$ cat config.mk
export PLATFORM = sky130hd
export DESIGN_NAME = restart_interlock_feedback_monitor
export DESIGN_NICKNAME = d
export VERILOG_FILES = /design/src/verilog/sync2.v /design/src/verilog/restart_interlock_feedback_monitor.v
export VERILOG_INCLUDE_DIRS = /design/src /design/src/verilog
export SDC_FILE = /design/constraint.sdc
export NUM_CORES = 1
export LEC_CHECK = 0
export ABC_AREA = 1
export BUFFER_PORTS_ARGS = -buffer_cell sky130_fd_sc_hd__buf_2
export CORE_ASPECT_RATIO = 1.1
export CORE_MARGIN = 4
export CORE_UTILIZATION = 40
export CTS_BUF_LIST = sky130_fd_sc_hd__clkbuf_8
export CTS_CLUSTER_SIZE = 16
export DETAILED_ROUTE_END_ITERATION = 6
export PLACE_DENSITY = 0.63
export SLEW_MARGIN = 40
export SYNTH_ARGS = -nofsm -noshare
export SYNTH_HDL_FRONTEND = slang
export SYNTH_SLANG_ARGS = --single-unit
$ cat constraint.sdc
create_clock -name aclk -period 1.6 [get_ports aclk]
set_input_delay 0.16 -clock aclk [delete_from_list [all_inputs] [get_ports aclk]]
set_output_delay 0.16 -clock aclk [all_outputs]
set_load 0.05 [all_outputs]
$ cat src/verilog/interlock_defines.vh
`ifndef INTERLOCK_DEFINES_VH
`define INTERLOCK_DEFINES_VH
// Clock and timing
`define CLK_HZ            20000000
`define FB_WAIT_MS        300
`define FB_WAIT_CYC       ((`CLK_HZ / 1000) * `FB_WAIT_MS)
`define PHASE_MS          500
`define PHASE_CYC         ((`CLK_HZ / 1000) * `PHASE_MS)
`define SEG_STEP_MS       100
`define SEG_STEP_CYC      ((`CLK_HZ / 1000) * `SEG_STEP_MS)
`define ALIGN_HOLD_S      120
`define ALIGN_HOLD_CYC    (`CLK_HZ * `ALIGN_HOLD_S)
// AXI4-Lite register byte addresses
`define REG_CTRL          8'h00
`define REG_STATUS        8'h04
`define REG_IRQ_STAT      8'h08
`define REG_IRQ_CLR       8'h0C
`define REG_IRQ_EN        8'h10
`define REG_CFG_KEEP      8'h14
// Control register fields
`define CTRL_RESET_FN     0
`define CTRL_EDM_MODE     1
`define CTRL_LARGE_RANGE  2
`define CTRL_CODE_LO      3
`define CTRL_CODE_HI      4
`define CTRL_REDUCED      5
`define CTRL_FACTORY      6
`define CTRL_RESET_VAL    32'h00000000
// Interrupt event bits
`define EV_FB_TIMEOUT     0
`define EV_CONTACTOR_BAD  1
`define EV_WIRING_ERR     2
`define EV_ALIGN_DONE     3
`define EV_TEST_REQ       4
`define EV_WIDTH          5
// Display codes (segment patterns, gfedcba)
`define SEG_BLANK         7'h00
`define SEG_RANGE         7'h76
`define SEG_HOST          7'h74
`define SEG_GUEST1        7'h30
`define SEG_GUEST2        7'h5B
`define SEG_CODE0         7'h3F
`define SEG_CODE1         7'h06
`define SEG_CODE2         7'h5B
`define SEG_MARKER        7'h40
`define SEG_ERROR         7'h79
`define SEG_ALIGN0        7'h3F
`define SEG_ALIGN1        7'h06
`define SEG_ALIGN2        7'h5B
`define AXI_OKAY          2'b00
`define AXI_SLVERR        2'b10
`endif

$ cat src/verilog/sync2.v
`timescale 1ns/1ns
// Two-stage synchroniser for a bundle of pin levels
module sync2 #(
  parameter W = 4
) (
  input  wire         aclk,
  input  wire         aresetn,
  input  wire         ce,
  input  wire [W-1:0] d,
  output reg  [W-1:0] q
);
  reg [W-1:0] meta_q;

  // First stage feeds only the second
  always @(posedge aclk) begin
    if (!aresetn) begin
      meta_q <= {W{1'b0}};
      q      <= {W{1'b0}};
    end else if (ce) begin
      meta_q <= d;
      q      <= meta_q;
    end
  end
endmodule

$ cat src/verilog/restart_interlock_feedback_monitor.v
// Summary of operation
// - After a reset press, both switching outputs drop again unless feedback responds within 300 ms.
// - With feedback monitoring on, after a beam interruption feedback must read high (both break contacts closed) or restart is blocked.
// - The feedback monitoring setting survives power cycles and is cleared only by the configuration reset.
// - Feedback contacts wired while monitoring mode is off raise an error indication.
// - With restart interlock on, outputs stay off until the reset/restart button is operated.
// - The test input low means an external test request, high means none.
// - A fresh unit starts with the reset function off until configuration enables it.
// - Power-up begins with a display test lighting each segment in turn.
// - Only a receiver set for the large range shows a range indication for about 0.5 s.
// - Power-up shows the cascade role (host, guest 1, guest 2) for about 0.5 s.
// - Power-up shows the beam coding (off, code 1, code 2) for about 0.5 s.
// - Once running the indicator is blank, or a marker when reduced resolution or blanking is set.
// - Only a receiver shows alignment quality, and only while alignment is not yet true.
// - Optimum alignment held over two minutes ends alignment mode until the next power cycle.
`timescale 1ns/1ns
`include "interlock_defines.vh"
module restart_interlock_feedback_monitor #(
  parameter PHASE_CYC    = `PHASE_CYC,
  parameter SEG_STEP_CYC = `SEG_STEP_CYC,
  parameter FB_WAIT_CYC  = `FB_WAIT_CYC,
  parameter ALIGN_CYC    = `ALIGN_HOLD_CYC
) (
  input  wire        aclk,
  input  wire        aresetn,
  input  wire        ce,
  input  wire [7:0]  s_axi_awaddr,
  input  wire        s_axi_awvalid,
  output reg         s_axi_awready,
  input  wire [31:0] s_axi_wdata,
  input  wire [3:0]  s_axi_wstrb,
  input  wire        s_axi_wvalid,
  output reg         s_axi_wready,
  output reg  [1:0]  s_axi_bresp,
  output reg         s_axi_bvalid,
  input  wire        s_axi_bready,
  input  wire [7:0]  s_axi_araddr,
  input  wire        s_axi_arvalid,
  output reg         s_axi_arready,
  output reg  [31:0] s_axi_rdata,
  output reg  [1:0]  s_axi_rresp,
  output reg         s_axi_rvalid,
  input  wire        s_axi_rready,
  input  wire        is_receiver,
  input  wire        beam_clear,
  input  wire [1:0]  align_quality,
  input  wire [1:0]  cascade_role,
  input  wire        contactor_feedback_monitor,
  input  wire        restart_button,
  input  wire        test_input,
  output reg         safety_switch_out_a,
  output reg         safety_switch_out_b,
  output reg         ext_test_req,
  output reg  [6:0]  segments,
  output reg         irq
);
  // Power-up phases
  localparam PH_SEGTEST = 3'd0;
  localparam PH_RANGE   = 3'd1;
  localparam PH_ROLE    = 3'd2;
  localparam PH_CODE    = 3'd3;
  localparam PH_RUN     = 3'd4;
  // Output interlock states
  localparam OS_LOCKED  = 2'd0;
  localparam OS_WAITFB  = 2'd1;
  localparam OS_ON      = 2'd2;

  // Sync order: feedback, button, test, beam
  wire [3:0] pins_s;
  sync2 #(.W(4)) u_sync (
    .aclk    (aclk),
    .aresetn (aresetn),
    .ce      (ce),
    .d       ({beam_clear, ~test_input, restart_button, contactor_feedback_monitor}),
    .q       (pins_s)
  );
  wire fb_s   = pins_s[0];
  wire btn_s  = pins_s[1];
  // Stored inverted so reset leaves the idle (high) level, no false request
  wire test_s = ~pins_s[2];
  wire beam_s = pins_s[3];

  reg [31:0] ctrl_q;
  reg        keep_edm_q;
  reg [`EV_WIDTH-1:0] irq_stat_q;
  reg [`EV_WIDTH-1:0] irq_en_q;
  reg [2:0]  phase_q;
  reg [31:0] tmr_q;
  reg [2:0]  seg_idx_q;
  reg [1:0]  os_q;
  reg [31:0] fb_tmr_q;
  reg        btn_prev_q;
  reg        beam_prev_q;
  reg        fault_q;
  reg        align_mode_q;
  reg [31:0] align_tmr_q;
  reg        test_prev_q;
  reg        aw_hold_q;
  reg        w_hold_q;
  reg [7:0]  aw_addr_q;
  reg [31:0] w_data_q;
  reg [3:0]  w_strb_q;

  // Merge write data into a word under byte strobes
  function [31:0] merge;
    input [31:0] old;
    input [31:0] nw;
    input [3:0]  st;
    integer i;
    begin
      merge = old;
      for (i = 0; i < 4; i = i + 1)
        if (st[i]) merge[i*8 +: 8] = nw[i*8 +: 8];
    end
  endfunction

  wire edm_on     = ctrl_q[`CTRL_EDM_MODE] | keep_edm_q;
  wire reset_fn   = ctrl_q[`CTRL_RESET_FN];
  wire btn_rise   = btn_s & ~btn_prev_q;
  wire beam_break = beam_prev_q & ~beam_s;
  wire fb_expired = (fb_tmr_q >= FB_WAIT_CYC - 1);
  wire wiring_err = ~edm_on & fb_s;
  wire [`EV_WIDTH-1:0] ev;
  assign ev[`EV_FB_TIMEOUT]    = (os_q == OS_WAITFB) & fb_expired & fb_s;
  assign ev[`EV_CONTACTOR_BAD] = edm_on & beam_break;
  assign ev[`EV_WIRING_ERR]    = wiring_err & (phase_q == PH_RUN);
  assign ev[`EV_ALIGN_DONE]    = align_mode_q & (align_tmr_q >= ALIGN_CYC - 1);
  assign ev[`EV_TEST_REQ]      = ~test_s & test_prev_q;
  // Restart attempt in run phase with the light path clear
  wire restart_try = (phase_q == PH_RUN) & beam_s & (btn_rise | ~reset_fn);

  // AXI write channel; address and data may come in either order
  always @(posedge aclk) begin
    if (!aresetn) begin
      s_axi_awready <= 1'b0;
      s_axi_wready  <= 1'b0;
      s_axi_bvalid  <= 1'b0;
      s_axi_bresp   <= `AXI_OKAY;
      aw_hold_q     <= 1'b0;
      w_hold_q      <= 1'b0;
      aw_addr_q     <= 8'h00;
      w_data_q      <= 32'h00000000;
      w_strb_q      <= 4'h0;
    end else if (ce) begin
      s_axi_awready <= ~aw_hold_q & ~s_axi_awready & ~s_axi_bvalid;
      s_axi_wready  <= ~w_hold_q & ~s_axi_wready & ~s_axi_bvalid;
      if (s_axi_awvalid & s_axi_awready) begin
        aw_hold_q <= 1'b1;
        aw_addr_q <= s_axi_awaddr;
      end
      if (s_axi_wvalid & s_axi_wready) begin
        w_hold_q <= 1'b1;
        w_data_q <= s_axi_wdata;
        w_strb_q <= s_axi_wstrb;
      end
      if (aw_hold_q & w_hold_q & ~s_axi_bvalid) begin
        aw_hold_q    <= 1'b0;
        w_hold_q     <= 1'b0;
        s_axi_bvalid <= 1'b1;
        case (aw_addr_q)
          `REG_CTRL, `REG_IRQ_CLR, `REG_IRQ_EN, `REG_CFG_KEEP: s_axi_bresp <= `AXI_OKAY;
          `REG_STATUS, `REG_IRQ_STAT:                           s_axi_bresp <= `AXI_OKAY;
          default:                                              s_axi_bresp <= `AXI_SLVERR;
        endcase
      end else if (s_axi_bvalid & s_axi_bready) begin
        s_axi_bvalid <= 1'b0;
      end
    end
  end
  wire wr_commit = aw_hold_q & w_hold_q & ~s_axi_bvalid;

  // Register writes; events win over same-cycle clears
  always @(posedge aclk) begin
    if (!aresetn) begin
      ctrl_q     <= `CTRL_RESET_VAL;
      irq_en_q   <= {`EV_WIDTH{1'b0}};
      irq_stat_q <= {`EV_WIDTH{1'b0}};
    end else if (ce) begin
      if (wr_commit & (aw_addr_q == `REG_CTRL))
        ctrl_q <= merge(ctrl_q, w_data_q, w_strb_q) & 32'h0000003F;
      if (wr_commit & (aw_addr_q == `REG_IRQ_EN))
        irq_en_q <= w_data_q[`EV_WIDTH-1:0];
      if (wr_commit & (aw_addr_q == `REG_IRQ_CLR))
        irq_stat_q <= (irq_stat_q & ~w_data_q[`EV_WIDTH-1:0]) | ev;
      else
        irq_stat_q <= irq_stat_q | ev;
    end
  end

  // retained monitoring setting; not cleared by aresetn
  always @(posedge aclk) begin
    if (ce) begin
      if (wr_commit & (aw_addr_q == `REG_CTRL) & w_strb_q[0] & w_data_q[`CTRL_FACTORY])
        keep_edm_q <= 1'b0;
      else if (wr_commit & (aw_addr_q == `REG_CTRL) & w_strb_q[0] & w_data_q[`CTRL_EDM_MODE])
        keep_edm_q <= 1'b1;
      else if (keep_edm_q !== 1'b1)
        keep_edm_q <= 1'b0;
    end
  end

  // AXI read channel, one cycle after address taken
  always @(posedge aclk) begin
    if (!aresetn) begin
      s_axi_arready <= 1'b0;
      s_axi_rvalid  <= 1'b0;
      s_axi_rdata   <= 32'h00000000;
      s_axi_rresp   <= `AXI_OKAY;
    end else if (ce) begin
      s_axi_arready <= ~s_axi_arready & ~s_axi_rvalid;
      if (s_axi_arvalid & s_axi_arready) begin
        s_axi_rvalid <= 1'b1;
        s_axi_rresp  <= `AXI_OKAY;
        case (s_axi_araddr)
          `REG_CTRL:     s_axi_rdata <= ctrl_q;
          `REG_STATUS:   s_axi_rdata <= {19'h00000, phase_q, os_q, align_mode_q, wiring_err,
                                         fault_q, test_s, btn_s, fb_s, safety_switch_out_a};
          `REG_IRQ_STAT: s_axi_rdata <= {27'h0000000, irq_stat_q};
          `REG_IRQ_EN:   s_axi_rdata <= {27'h0000000, irq_en_q};
          `REG_CFG_KEEP: s_axi_rdata <= {31'h00000000, keep_edm_q};
          `REG_IRQ_CLR:  s_axi_rdata <= 32'h00000000;
          default: begin
            s_axi_rdata <= 32'h00000000;
            s_axi_rresp <= `AXI_SLVERR;
          end
        endcase
      end else if (s_axi_rvalid & s_axi_rready) begin
        s_axi_rvalid <= 1'b0;
      end
    end
  end

  always @(posedge aclk) begin
    if (!aresetn) begin
      phase_q   <= PH_SEGTEST;
      tmr_q     <= 32'h00000000;
      seg_idx_q <= 3'd0;
    end else if (ce) begin
      tmr_q <= tmr_q + 32'h00000001;
      case (phase_q)
        PH_SEGTEST: begin
          if (tmr_q >= SEG_STEP_CYC - 1) begin
            tmr_q     <= 32'h00000000;
            seg_idx_q <= seg_idx_q + 3'd1;
            if (seg_idx_q == 3'd6)
              phase_q <= (is_receiver & ctrl_q[`CTRL_LARGE_RANGE]) ? PH_RANGE : PH_ROLE;
          end
        end
        PH_RANGE, PH_ROLE, PH_CODE: begin
          if (tmr_q >= PHASE_CYC - 1) begin
            tmr_q   <= 32'h00000000;
            phase_q <= phase_q + 3'd1;
          end
        end
        PH_RUN:  tmr_q <= 32'h00000000;
        default: phase_q <= PH_SEGTEST;
      endcase
    end
  end

  // Output interlock; outputs only ever enabled in run phase
  always @(posedge aclk) begin
    if (!aresetn) begin
      os_q        <= OS_LOCKED;
      fb_tmr_q    <= 32'h00000000;
      btn_prev_q  <= 1'b0;
      beam_prev_q <= 1'b0;
      test_prev_q <= 1'b1;
      fault_q     <= 1'b0;
    end else if (ce) begin
      btn_prev_q  <= btn_s;
      beam_prev_q <= beam_s;
      test_prev_q <= test_s;
      // contacts checked at restart, after they had time to drop
      if ((os_q == OS_LOCKED) & edm_on & restart_try & ~fb_s)
        fault_q <= 1'b1;
      else if (btn_rise & fb_s)
        fault_q <= 1'b0;
      case (os_q)
        OS_LOCKED: begin
          fb_tmr_q <= 32'h00000000;
          if (restart_try & ~fault_q & ~wiring_err & (~edm_on | fb_s))
            os_q <= edm_on ? OS_WAITFB : OS_ON;
        end
        OS_WAITFB: begin
          fb_tmr_q <= fb_tmr_q + 32'h00000001;
          if (~beam_s)
            os_q <= OS_LOCKED;
          else if (~fb_s)
            os_q <= OS_ON;
          else if (fb_expired)
            os_q <= OS_LOCKED;
        end
        OS_ON: begin
          if (~beam_s | wiring_err)
            os_q <= OS_LOCKED;
        end
        default: os_q <= OS_LOCKED;
      endcase
    end
  end

  always @(posedge aclk) begin
    if (!aresetn) begin
      align_mode_q <= 1'b1;
      align_tmr_q  <= 32'h00000000;
    end else if (ce) begin
      if (~align_mode_q | align_quality != 2'd3 | phase_q != PH_RUN)
        align_tmr_q <= 32'h00000000;
      else if (ev[`EV_ALIGN_DONE])
        align_mode_q <= 1'b0;
      else
        align_tmr_q <= align_tmr_q + 32'h00000001;
    end
  end

  // Indicator and registered outputs
  always @(posedge aclk) begin
    if (!aresetn) begin
      segments            <= `SEG_BLANK;
      safety_switch_out_a <= 1'b0;
      safety_switch_out_b <= 1'b0;
      ext_test_req        <= 1'b0;
      irq                 <= 1'b0;
    end else if (ce) begin
      safety_switch_out_a <= (os_q != OS_LOCKED);
      safety_switch_out_b <= (os_q != OS_LOCKED);
      // low test input is a request
      ext_test_req        <= ~test_s;
      irq                 <= |(irq_stat_q & irq_en_q);
      case (phase_q)
        PH_SEGTEST: segments <= 7'h01 << seg_idx_q;
        PH_RANGE:   segments <= `SEG_RANGE;
        PH_ROLE:    segments <= (cascade_role == 2'd0) ? `SEG_HOST :
                                (cascade_role == 2'd1) ? `SEG_GUEST1 : `SEG_GUEST2;
        PH_CODE:    segments <= (ctrl_q[`CTRL_CODE_HI:`CTRL_CODE_LO] == 2'd0) ? `SEG_CODE0 :
                                (ctrl_q[`CTRL_CODE_HI:`CTRL_CODE_LO] == 2'd1) ? `SEG_CODE1 : `SEG_CODE2;
        default: begin
          if (wiring_err | fault_q)
            segments <= `SEG_ERROR;
          else if (is_receiver & align_mode_q & align_quality != 2'd3)
            segments <= (align_quality == 2'd0) ? `SEG_ALIGN0 :
                        (align_quality == 2'd1) ? `SEG_ALIGN1 : `SEG_ALIGN2;
          else
            segments <= ctrl_q[`CTRL_REDUCED] ? `SEG_MARKER : `SEG_BLANK;
        end
      endcase
    end
  end
endmodule

==> flow_summary.toml, run 1 <==
[status]
outcome = "complete, but fails checks"
violations = "setup timing"

[floorplanning]
die_x_um = 159
start_util_pct = 40.9
io_pins = 121
die_h_um = 174
dieArea_um2 = 27800
row_count = 60
core_um2 = 24600

[critical_path]
cpPeakStageDelay_ns = 0.38
rr_startpoint = "phase_q[0]"
timing.reg2reg.worst_path_depth = 10
crit_arrival_ns = 2.16
crit_fanout = 5
r2r_setup_slack_ns = -0.13
criticalPathCategory = "reg -> reg"
r2r_end = "align_tmr_q[8]"
worst_ep_required_time_ns = 2.02
cp-end-kind = "flop"
slowest_stage = "dfxtp_4"
start_kind = "flop"
crit_chain = "inv_4 > ha_4 > nand2_4 > nor3_4 > buf_12 > buf_4 > clkinvlp_4 > nor2_2 > nand3_2 > a21oi_1"

[drt]
num_vias = 11000
drtPass1Iterations = 7
wl_per_cell_um = 14.4
drt_iter0_markers = 622
drc = 0
drt_wl_total_um = 31300
viasPerCell = 5.04
drtAntennaViolNets = 0

[timing]
maxSlewViolCount = 0
period_share_pct = 108
layout_setup_ws_ns = -0.133
hold_ws_ns = 0.0459
fin_crit_ns = 1.73
fin_tns_setup_ns = -5.82
rsz0062_at_grt = "true"
fmax_mhz = 577
fin_skew_ns = 0.0236
hold_viol = 0
setup_violations = 70

[global_route]
grt_pass1_wl_um = 50000
antenna_found_initial = 0
grt_usage_pct = 21.3
grt-ovfl-total = 0
grt_max_degree = 45
grt_pass1_vias = 10600

[power]
swShare_pct = 30.3
power_mw = 8.94
p_per_area_nw_per_um2 = 628
seqPwrFrac_pct = 51.9
p_comb_share_pct = 10.0
p_int_mw = 6.23
power_switching_mw = 2.71
ir_worst_vdd_uv = 544
p_leak_nw = 5.75
clock_power_share_pct = 38.1

[final_layout]
fin_util_pct = 57.8
area_growth_pct = 41.3
drive_gt1_share_pct = 33.0
diodes = 0
final_cells = 2180
num-nets-final = 1938

[yosys]
syn_inst = 1537
synth_xor_area_share_pct = 3.65
synthTopCellsByCount = "nand2_1, nor2_1, dfxtp_1"
post_synth_num_cell_types = 52
synth_top_family_by_area = "simple AND/OR/NAND/NOR gates"
yosys.cell_count.top_type = "nand2_1"
ys_seq_area_share_pct = 36.0
synth_top_cell_by_area = "dfxtp_1"
synth_seq_cells = 181
syn_area_um2 = 10100
synth_compound_area_share_pct = 14.2
synth_mux_area_share_pct = 0
synthArstFlopShare_pct = 0
yosysWarnings = 0
synth-simple-area-share_pct = 33.9
synth-main-ff-cell = "dfxtp_1"
synth_fa_ha_area_share_pct = 1.49
synthTopCellsByArea = "dfxtp_1, nand2_1, nor2_1"
synth_edf_count = 1
synth_area_per_cell_um2 = 6.56
synth_top_area_share_pct = 35.7

[placement]
dpl.hpwl_um = 21600
placement.io_buffers = 70
dp_cells = 2089
finalWeightedCongestion = 0.892

[min_path]
hold_start = "align_quality[1]"
holdPathEnd = "segments[2]"
hp-class = "in -> reg"
hold_path_depth = 4

[clocking]
cts_tree = "built"
htreeDepth = 4
root_buffer = "clkbuf_8"
numCtsBuffers = 17
clk_latency_ns = 0.50
cts_num_sinks = 181
clkTransAtPathRegs_ns = 0.11
cts_buffer_depth = 2

[job]
drv_cap = 0
## sequential cells by signal, summed over array words and instances, names as in the netlist, 2 cells and up
signal	flops
aw_addr_q	8
irq_stat_q	5
segments	7
phase_q	3
tmr_q	32
align_tmr_q	32
seg_idx_q	3
u_sync.q	4
fb_tmr_q	32
ctrl_q	6
os_q	2
s_axi_rdata	12
irq_en_q	5
w_data_q	7
u_sync.meta_q	4
## kinds of logic (layout without fill, tap and decap cells)
group | Yosys count | count (layout)
xor gates and xnor gates | 42 | 42
other | 1 | 22
and+or+nand+nor | 791 | 794
buffers and inverters | 251 | 560
adders and majority gates | 12 | 12
AOI/OAI and AO/OA | 259 | 259
DFF | 181 | 181
## power groups by stage
stage               Combinational, mW  Clock (mW)  Sequential (mW)
detailed placement              0.779           0             4.74
global placement                0.771           0             4.74
CTS                             0.846        3.47             4.64
floorplan                       0.471           0             4.82
finish                          0.892        3.41             4.64
global route                    0.962        3.65             4.65
## cell usage in the layout (no fill, tap or decap), drive strengths merged, types with 2 or more instances in the layout
cell type,count
nand2,347
buf,322
nor2,234
inv,184
dfxtp,180
a21oi,129
nand3,105
o21ai,87
nor3,53
nand4,34
xor2,30
dlygate4sd3,24
conb,22
clkbuf,17
xnor2,12
ha,12
a211oi,10
clkinv,8
nor3b,6
nor4,6
or2,4
o2111ai,4
clkinvlp,4
a31oi,4
o31ai,4
o22ai,3
o21a,3
and3,3
a41oi,2
o221ai,2
a22o,2
o211ai,2
a221oi,2
a21o,2
o21bai,2
## repair_timing
item                                    in CTS  in global routing
resized for setup                          112                202
endpoints found under the setup margin      77                112
hold buffers                                24                  0
cloned                                       6                  2
setup buffers                               15                 15
endpoints found under the hold margin       22                  0
pin swaps                                   53                 58
## final cells by class
| cell class | instances | area [um^2] |
|---|---|---|
| Inverter | 179 | 686 |
| Clock buffer | 17 | 234 |
| Clock inverter | 15 | 206 |
| Multi-Input combinational cell | 1129 | 6340 |
| Timing Repair inverter | 3 | 22.5 |
| Sequential cell | 181 | 3680 |
| Timing Repair Buffer | 346 | 2690 |
| Tap cell | 310 | 388 |
| Fill cell | 2268 | 10400 |
## metrics by stage
stage,setup slack (ns),instance area [um^2]
3_3_place_gp,-0.122,12300
6_report,-0.133,14200
3_5_place_dp,-0.142,12300
4_1_cts,-0.110,13500
2_1_floorplan,0.00333,10200
5_1_grt,-0.235,14200
## per-layer routing
metal | up-vias | global-route usage, % | part of all wire, %
li1 | 5608 | - | -
met1 | 5082 | 25.7 | 43
met2 | 237 | 39.6 | 51
met3 | 60 | 2.68 | 3.5
met4 | 0 | 6.04 | 2.4
met5 | - | 0 | 0
## worst max-delay path by stage
stage,start,to
floorplan,fb_tmr_q[0],fb_tmr_q[30]
global placement,align_tmr_q[24],align_tmr_q[28]
detailed placement,align_tmr_q[24],align_tmr_q[9]
CTS,tmr_q[1],tmr_q[25]
global route,phase_q[1],tmr_q[29]
finish,phase_q[0],align_tmr_q[8]
## worst max-delay path: cells and delay by family (launching register included)
| kind | cells | cell delay (ns) |
|---|---|---|
| AOI/OAI and AO/OA | 1 | 0.12 |
| DFF | 1 | 0.38 |
| buffers and inverters | 4 | 0.49 |
| adders and majority gates | 1 | 0.16 |
| and+or+nand+nor | 4 | 0.51 |
No activity file was read; power rests on OpenSTA's default activity.
==> inputs of run 2 (changes only) <==
--- a/config.mk
+++ b/config.mk
@@ -8,7 +8,7 @@
 export LEC_CHECK = 0
 export ABC_AREA = 1
 export BUFFER_PORTS_ARGS = -buffer_cell sky130_fd_sc_hd__buf_2
-export CORE_ASPECT_RATIO = 1.1
+export CORE_ASPECT_RATIO = 2
 export CORE_MARGIN = 4
 export CORE_UTILIZATION = 40
 export CTS_BUF_LIST = sky130_fd_sc_hd__clkbuf_8
==> run 2 against run 1 <==
  * Largest power group unchanged
  * Sequential power is essentially flat
  * Sequential share of layout area grew 0.13 points
  * Clock power shrank 7.9%
  * Critical path depth grew 4
  * Global-route usage grew 1.8 points
  * Critical endpoint is now tmr_q[19]
  * Largest cell class unchanged
  * Routed wire length grew 6.4%
  * The run still ends with setup timing left
==> flow_summary.toml, run 2 (synthesized netlist as in run 1, its figures left out) <==
[global_route]
antenna_found_initial = 0
grt_pass1_wl_um = 51700
grt-ovfl-total = 0
grt_pass1_vias = 11000
grt_max_degree = 82
grt_usage_pct = 23.1

[floorplanning]
die_h_um = 232
io_pins = 121
row_count = 82
core_um2 = 24900
dieArea_um2 = 28000
die_x_um = 120
start_util_pct = 40.4

[power]
p_per_area_nw_per_um2 = 609
ir_worst_vdd_uv = 670
power_mw = 8.66
p_leak_nw = 5.82

[status]
violations = "setup timing"
outcome = "complete, but fails checks"

[final_layout]
fin_util_pct = 57.0
diodes = 0
area_growth_pct = 41.0
layout_commonest_cell = "nand2_1"
largestRegisters = "align_tmr_q: 32 flops, fb_tmr_q: 32 flops, tmr_q: 32 flops"
num-fill-cells = 2386
mostFrequentLayoutCells = "nand2_1, buf_4, nor2_1"
drive_gt1_share_pct = 32.9
final_area_um2 = 14200
num-nets-final = 1939

[placement]
dpl-instance-area_um2 = 12400
finalWeightedCongestion = 0.908
dpl.hpwl_um = 24200
placement.io_buffers = 70

[timing]
fin_skew_ns = 0.0151
fmax_mhz = 575
layout_setup_ws_ns = -0.140
period_share_pct = 109
rsz0062_at_grt = "true"
fin_crit_ns = 1.74
hold_viol = 0
hold_ws_ns = 0.0805
maxSlewViolCount = 0
setup_violations = 71

[critical_path]
worst_ep_required_time_ns = 2.01
r2r_end = "tmr_q[19]"
cp-end-kind = "flop"
criticalPathCategory = "reg -> reg"
crit_arrival_ns = 2.15
timing.reg2reg.worst_path_depth = 14
rr_startpoint = "tmr_q[0]"
r2r_setup_slack_ns = -0.14
crit_fanout = 8
start_kind = "flop"

[drt]
drt_iter0_markers = 543
drtAntennaViolNets = 0
viasPerCell = 5.10
drt_wl_total_um = 33300
drc = 0
wl_per_cell_um = 15.1
drtPass1Iterations = 5
num_vias = 11200

[clocking]
clkTransAtPathRegs_ns = 0.10
numCtsBuffers = 17
cts_buffer_depth = 2
htreeDepth = 4
clk_latency_ns = 0.51
root_buffer = "clkbuf_8"
cts_tree = "built"
cts_num_sinks = 181

[min_path]
holdPathEnd = "w_strb_q[0]"
hold_start = "s_axi_wstrb[0]"
hp-class = "in -> reg"
hold_path_depth = 4

[job]
drv_cap = 0
-- run 2: cell count changes in the layout (fill, tap and decap cells not counted), sizes merged --
cell         delta
nand2           -2
clkbuf          +3
buf             +3
dlygate4sd3     +2
clkinvlp        -2
inv             -3
-- run 2: layout make-up --
cell class	instances	area (um^2)	share of cell area, %
clock buffers	19	262	1.84
multi-input cells	1127	6320	44.5
flip-flops and latches	181	3690	26.0
inverters	179	682	4.80
well taps	336	420	2.96
repair buffers	352	2720	19.1
clock inverters	13	120	0.845
-- run 2: worst max path at each step --
stage,start,end,slack [ns],depth (start not counted)
2_1_floorplan,fb_tmr_q[0],fb_tmr_q[30],0.003,12
3_3_place_gp,phase_q[1],tmr_q[14],-0.26,10
3_5_place_dp,tmr_q[20],tmr_q[14],-0.27,11
4_1_cts,tmr_q[0],tmr_q[29],-0.17,13
5_1_grt,tmr_q[2],tmr_q[21],-0.24,12
6_report,tmr_q[0],tmr_q[19],-0.14,14
-- run 2: stage by stage --
step / instances / setup WS (ns) / setup TNS [ns]
after floorplan: 1558 / 0.00333 / 0
after detailed placement: 2122 / -0.271 / -14.60
final: 2207 / -0.140 / -5.41
after global placement: 2122 / -0.257 / -12.39
after CTS: 2188 / -0.166 / -5.86
after global routing: 2207 / -0.242 / -13.57
-- run 2: critical path, stage by stage, from the launching register on --
cell and delay [ns]:
dfxtp_4 0.38, ha_4 0.15, nand2_4 0.05, nor2_4 0.11, nand2_1 0.07, nand2_1 0.08, nand2_1 0.05, nand2_1 0.07
nand2_2 0.08, nand3_2 0.07, nand4_1 0.10, buf_6 0.17, buf_12 0.15, nand3_2 0.05, inv_1 0.04
-- run 2: where the power goes --
part           switching, mW  internal (mW)  total, mW
registers             0.0551           4.58       4.63
logic                  0.608          0.275      0.883
clock network           1.81           1.33       3.14
-- run 2: repair_timing --
item                                    4_1_cts  5_1_grt
gates resized for setup                      88      212
cloned                                        0        3
hold buffers                                 26        0
pin swaps                                    22       39
endpoints found under the setup margin       81      109
buffers inserted                              9       19
hold endpoints to repair                     24        0
-- run 2: layer usage --
metal / GRT usage [%] / up-vias / wire length, um
met5: 0 / - / 0
met2: 45.9 / 292 / 18800
li1: - / 5601 / -
met3: 3.43 / 117 / 1070
met4: 13.9 / 0 / 2020
met1: 21.6 / 5235 / 11500
==> inputs of run 3 (changes only) <==
--- a/config.mk
+++ b/config.mk
@@ -8,13 +8,15 @@
 export LEC_CHECK = 0
 export ABC_AREA = 1
 export BUFFER_PORTS_ARGS = -buffer_cell sky130_fd_sc_hd__buf_2
+export CELL_PAD_IN_SITES_DETAIL_PLACEMENT = 0
+export CELL_PAD_IN_SITES_GLOBAL_PLACEMENT = 2
 export CORE_ASPECT_RATIO = 2
 export CORE_MARGIN = 4
-export CORE_UTILIZATION = 40
+export CORE_UTILIZATION = 30
 export CTS_BUF_LIST = sky130_fd_sc_hd__clkbuf_8
 export CTS_CLUSTER_SIZE = 16
 export DETAILED_ROUTE_END_ITERATION = 6
-export PLACE_DENSITY = 0.63
+export PLACE_DENSITY = 0.81
 export SLEW_MARGIN = 40
 export SYNTH_ARGS = -nofsm -noshare
 export SYNTH_HDL_FRONTEND = slang
==> run 3 against run 2 <==
  * The flow still finishes with violations (setup timing)
  * Non-clock buffer count is 32 higher
  * Register-to-register slack worse by 0.03 ns
  * Die area is 32% higher
  * Final area is 5.2% higher
  * Critical path type unchanged
  * Critical endpoint is now align_tmr_q[20]
==> flow_summary.toml, run 3 (synthesized netlist as in run 1, its figures left out) <==
[status]
outcome = "complete, but fails checks"
violations = "setup timing"

[final_layout]
fin_util_pct = 45.2
largestRegisters = "align_tmr_q: 32 flops, fb_tmr_q: 32 flops, tmr_q: 32 flops"
num-nets-final = 1970
mostFrequentLayoutCells = "nand2_1, buf_4, nor2_1"
layout_commonest_cell = "nand2_1"
area_growth_pct = 48.3
drive_gt1_share_pct = 37.2

[power]
p_per_area_nw_per_um2 = 586
p_leak_nw = 6.22
ir_worst_vdd_uv = 483

[critical_path]
crit_fanout = 7
cpPeakStageDelay_ns = 0.38
cp-end-kind = "flop"
slowest_stage = "dfxtp_4"
timing.reg2reg.worst_path_depth = 12
criticalPathCategory = "reg -> reg"
crit_chain = "ha_4 > inv_4 > nor2_4 > nand2_4 > o21bai_4 > nand2_1 > nand2_2 > nand2_4 > nand2_8 > clkbuf_16 > nand2_2 > a21oi_1"
start_kind = "flop"
crit_arrival_ns = 2.21
worst_ep_required_time_ns = 2.04

[timing]
setup_violations = 71
fmax_mhz = 563
maxSlewHeadroom_pct = 52.3
fin_skew_ns = 0.0139
tightest_slew_ns = 0.716
hold_ws_ns = 0.0323
rsz0062_at_grt = "true"
hold_viol = 0
maxSlewViolCount = 0
fin_crit_ns = 1.77
period_share_pct = 111
layout_setup_ws_ns = -0.175

[clocking]
cts_tree = "built"
htreeDepth = 4
cts_buffer_depth = 2
cts_num_sinks = 181
clk_latency_ns = 0.51
numCtsBuffers = 17
root_buffer = "clkbuf_8"
clkTransAtPathRegs_ns = 0.11

[drt]
drc = 0
viasPerCell = 4.77
drtAntennaViolNets = 0
wl_per_cell_um = 15.4
drt_wl_total_um = 35900
drtPass1Iterations = 5
num_vias = 11100
drt_iter0_markers = 517

[floorplanning]
die_h_um = 267
row_count = 94
io_pins = 121
die_x_um = 138
dieArea_um2 = 36800
start_util_pct = 30.5
core_um2 = 33000

[global_route]
grt-ovfl-total = 0
grt_usage_pct = 19.3
antenna_found_initial = 2
grt_max_degree = 61
grt_pass1_wl_um = 55500
grt_pass1_vias = 11100

[min_path]
hold_path_depth = 3
hp-class = "in -> reg"

[job]
drv_cap = 0

[placement]
placement.io_buffers = 70
dpl.hpwl_um = 26600
finalWeightedCongestion = 0.832
## run 3: cell types whose count changed in the layout (fill, tap and decap cells not counted), moves of 7 or more
cell / previous run / this run
nand2_1: 287 / 272
a21oi_1: 118 / 108
inv_2: 23 / 36
dfxtp_4: 5 / 12
dfxtp_1: 145 / 133
a21oi_2: 10 / 20
o21ai_0: 71 / 62
buf_4: 230 / 251
buf_6: 16 / 24
nor3_2: 22 / 14
nand2_4: 13 / 32
inv_1: 152 / 137
## run 3: stage by stage
| stage | instance area (um^2) | TNS (ns) | setup slack (ns) | instances | total power [mW] |
|---|---|---|---|---|---|
| after floorplan | 10200 | 0 | 0.00333 | 1558 | 5.29 |
| after global placement | 12600 | -7.78 | -0.235 | 2237 | 5.57 |
| after detailed placement | 12600 | -9.44 | -0.228 | 2237 | 5.57 |
| after CTS | 14100 | -4.82 | -0.136 | 2322 | 8.87 |
| after global routing | 14900 | -16.53 | -0.268 | 2335 | 9.14 |
| final | 14900 | -7.37 | -0.175 | 2336 | 8.76 |
## run 3: final cells by class
class | instances | area [um^2]
timing repair buffer | 384 | 3050
fill | 3479 | 18100
antenna | 2 | 5.00
sequential | 181 | 3720
clock inverter | 14 | 136
clock buffer | 18 | 248
tap | 432 | 541
inverter | 179 | 686
multi-input combinational | 1126 | 6560
## run 3: timing repair
| action | CTS | global route |
|---|---|---|
| pin swaps | 32 | 97 |
| endpoints found under the hold margin | 22 | 1 |
| hold buffers | 24 | 1 |
| endpoints found under the setup margin | 90 | 109 |
| cloned | 4 | 2 |
| resized for setup | 192 | 230 |
| buffers inserted | 27 | 14 |
## run 3: final timing paths
| check | from | end | slack, ns |
|---|---|---|---|
| worst max-delay path | align_tmr_q[0] | align_tmr_q[20] | -0.17 |
| worst min-delay path | s_axi_araddr[3] | s_axi_rdata[0] | 0.03 |
| worst max register to register | align_tmr_q[0] | align_tmr_q[20] | -0.17 |
| worst min register to register | s_axi_rdata[4] | s_axi_rdata[4] | 0.46 |
## run 3: critical path, delay by kind of cell, from the launching register on
kind	cells	cell delay (ns)
simple gates	7	0.69
compound gates	2	0.23
fa+ha+maj	1	0.15
buf+inv	2	0.23
flops	1	0.38
## run 3: power by group
group          leakage (nW)  switching, mW  internal [mW]  total [mW]
Sequential             1.49         0.0688           4.57        4.64
Combinational          4.53          0.629          0.312       0.941
Clock                 0.193           1.98           1.20        3.18
## run 3: per-layer routing
metal  GRT usage [%]  share of wire [%]  up-vias
li1                -                  -     5685
met1            18.6                 35     5224
met2            39.2                 59      169
met3            3.23                2.4       62
met4            7.37                3.4        0
met5               0                  0        -
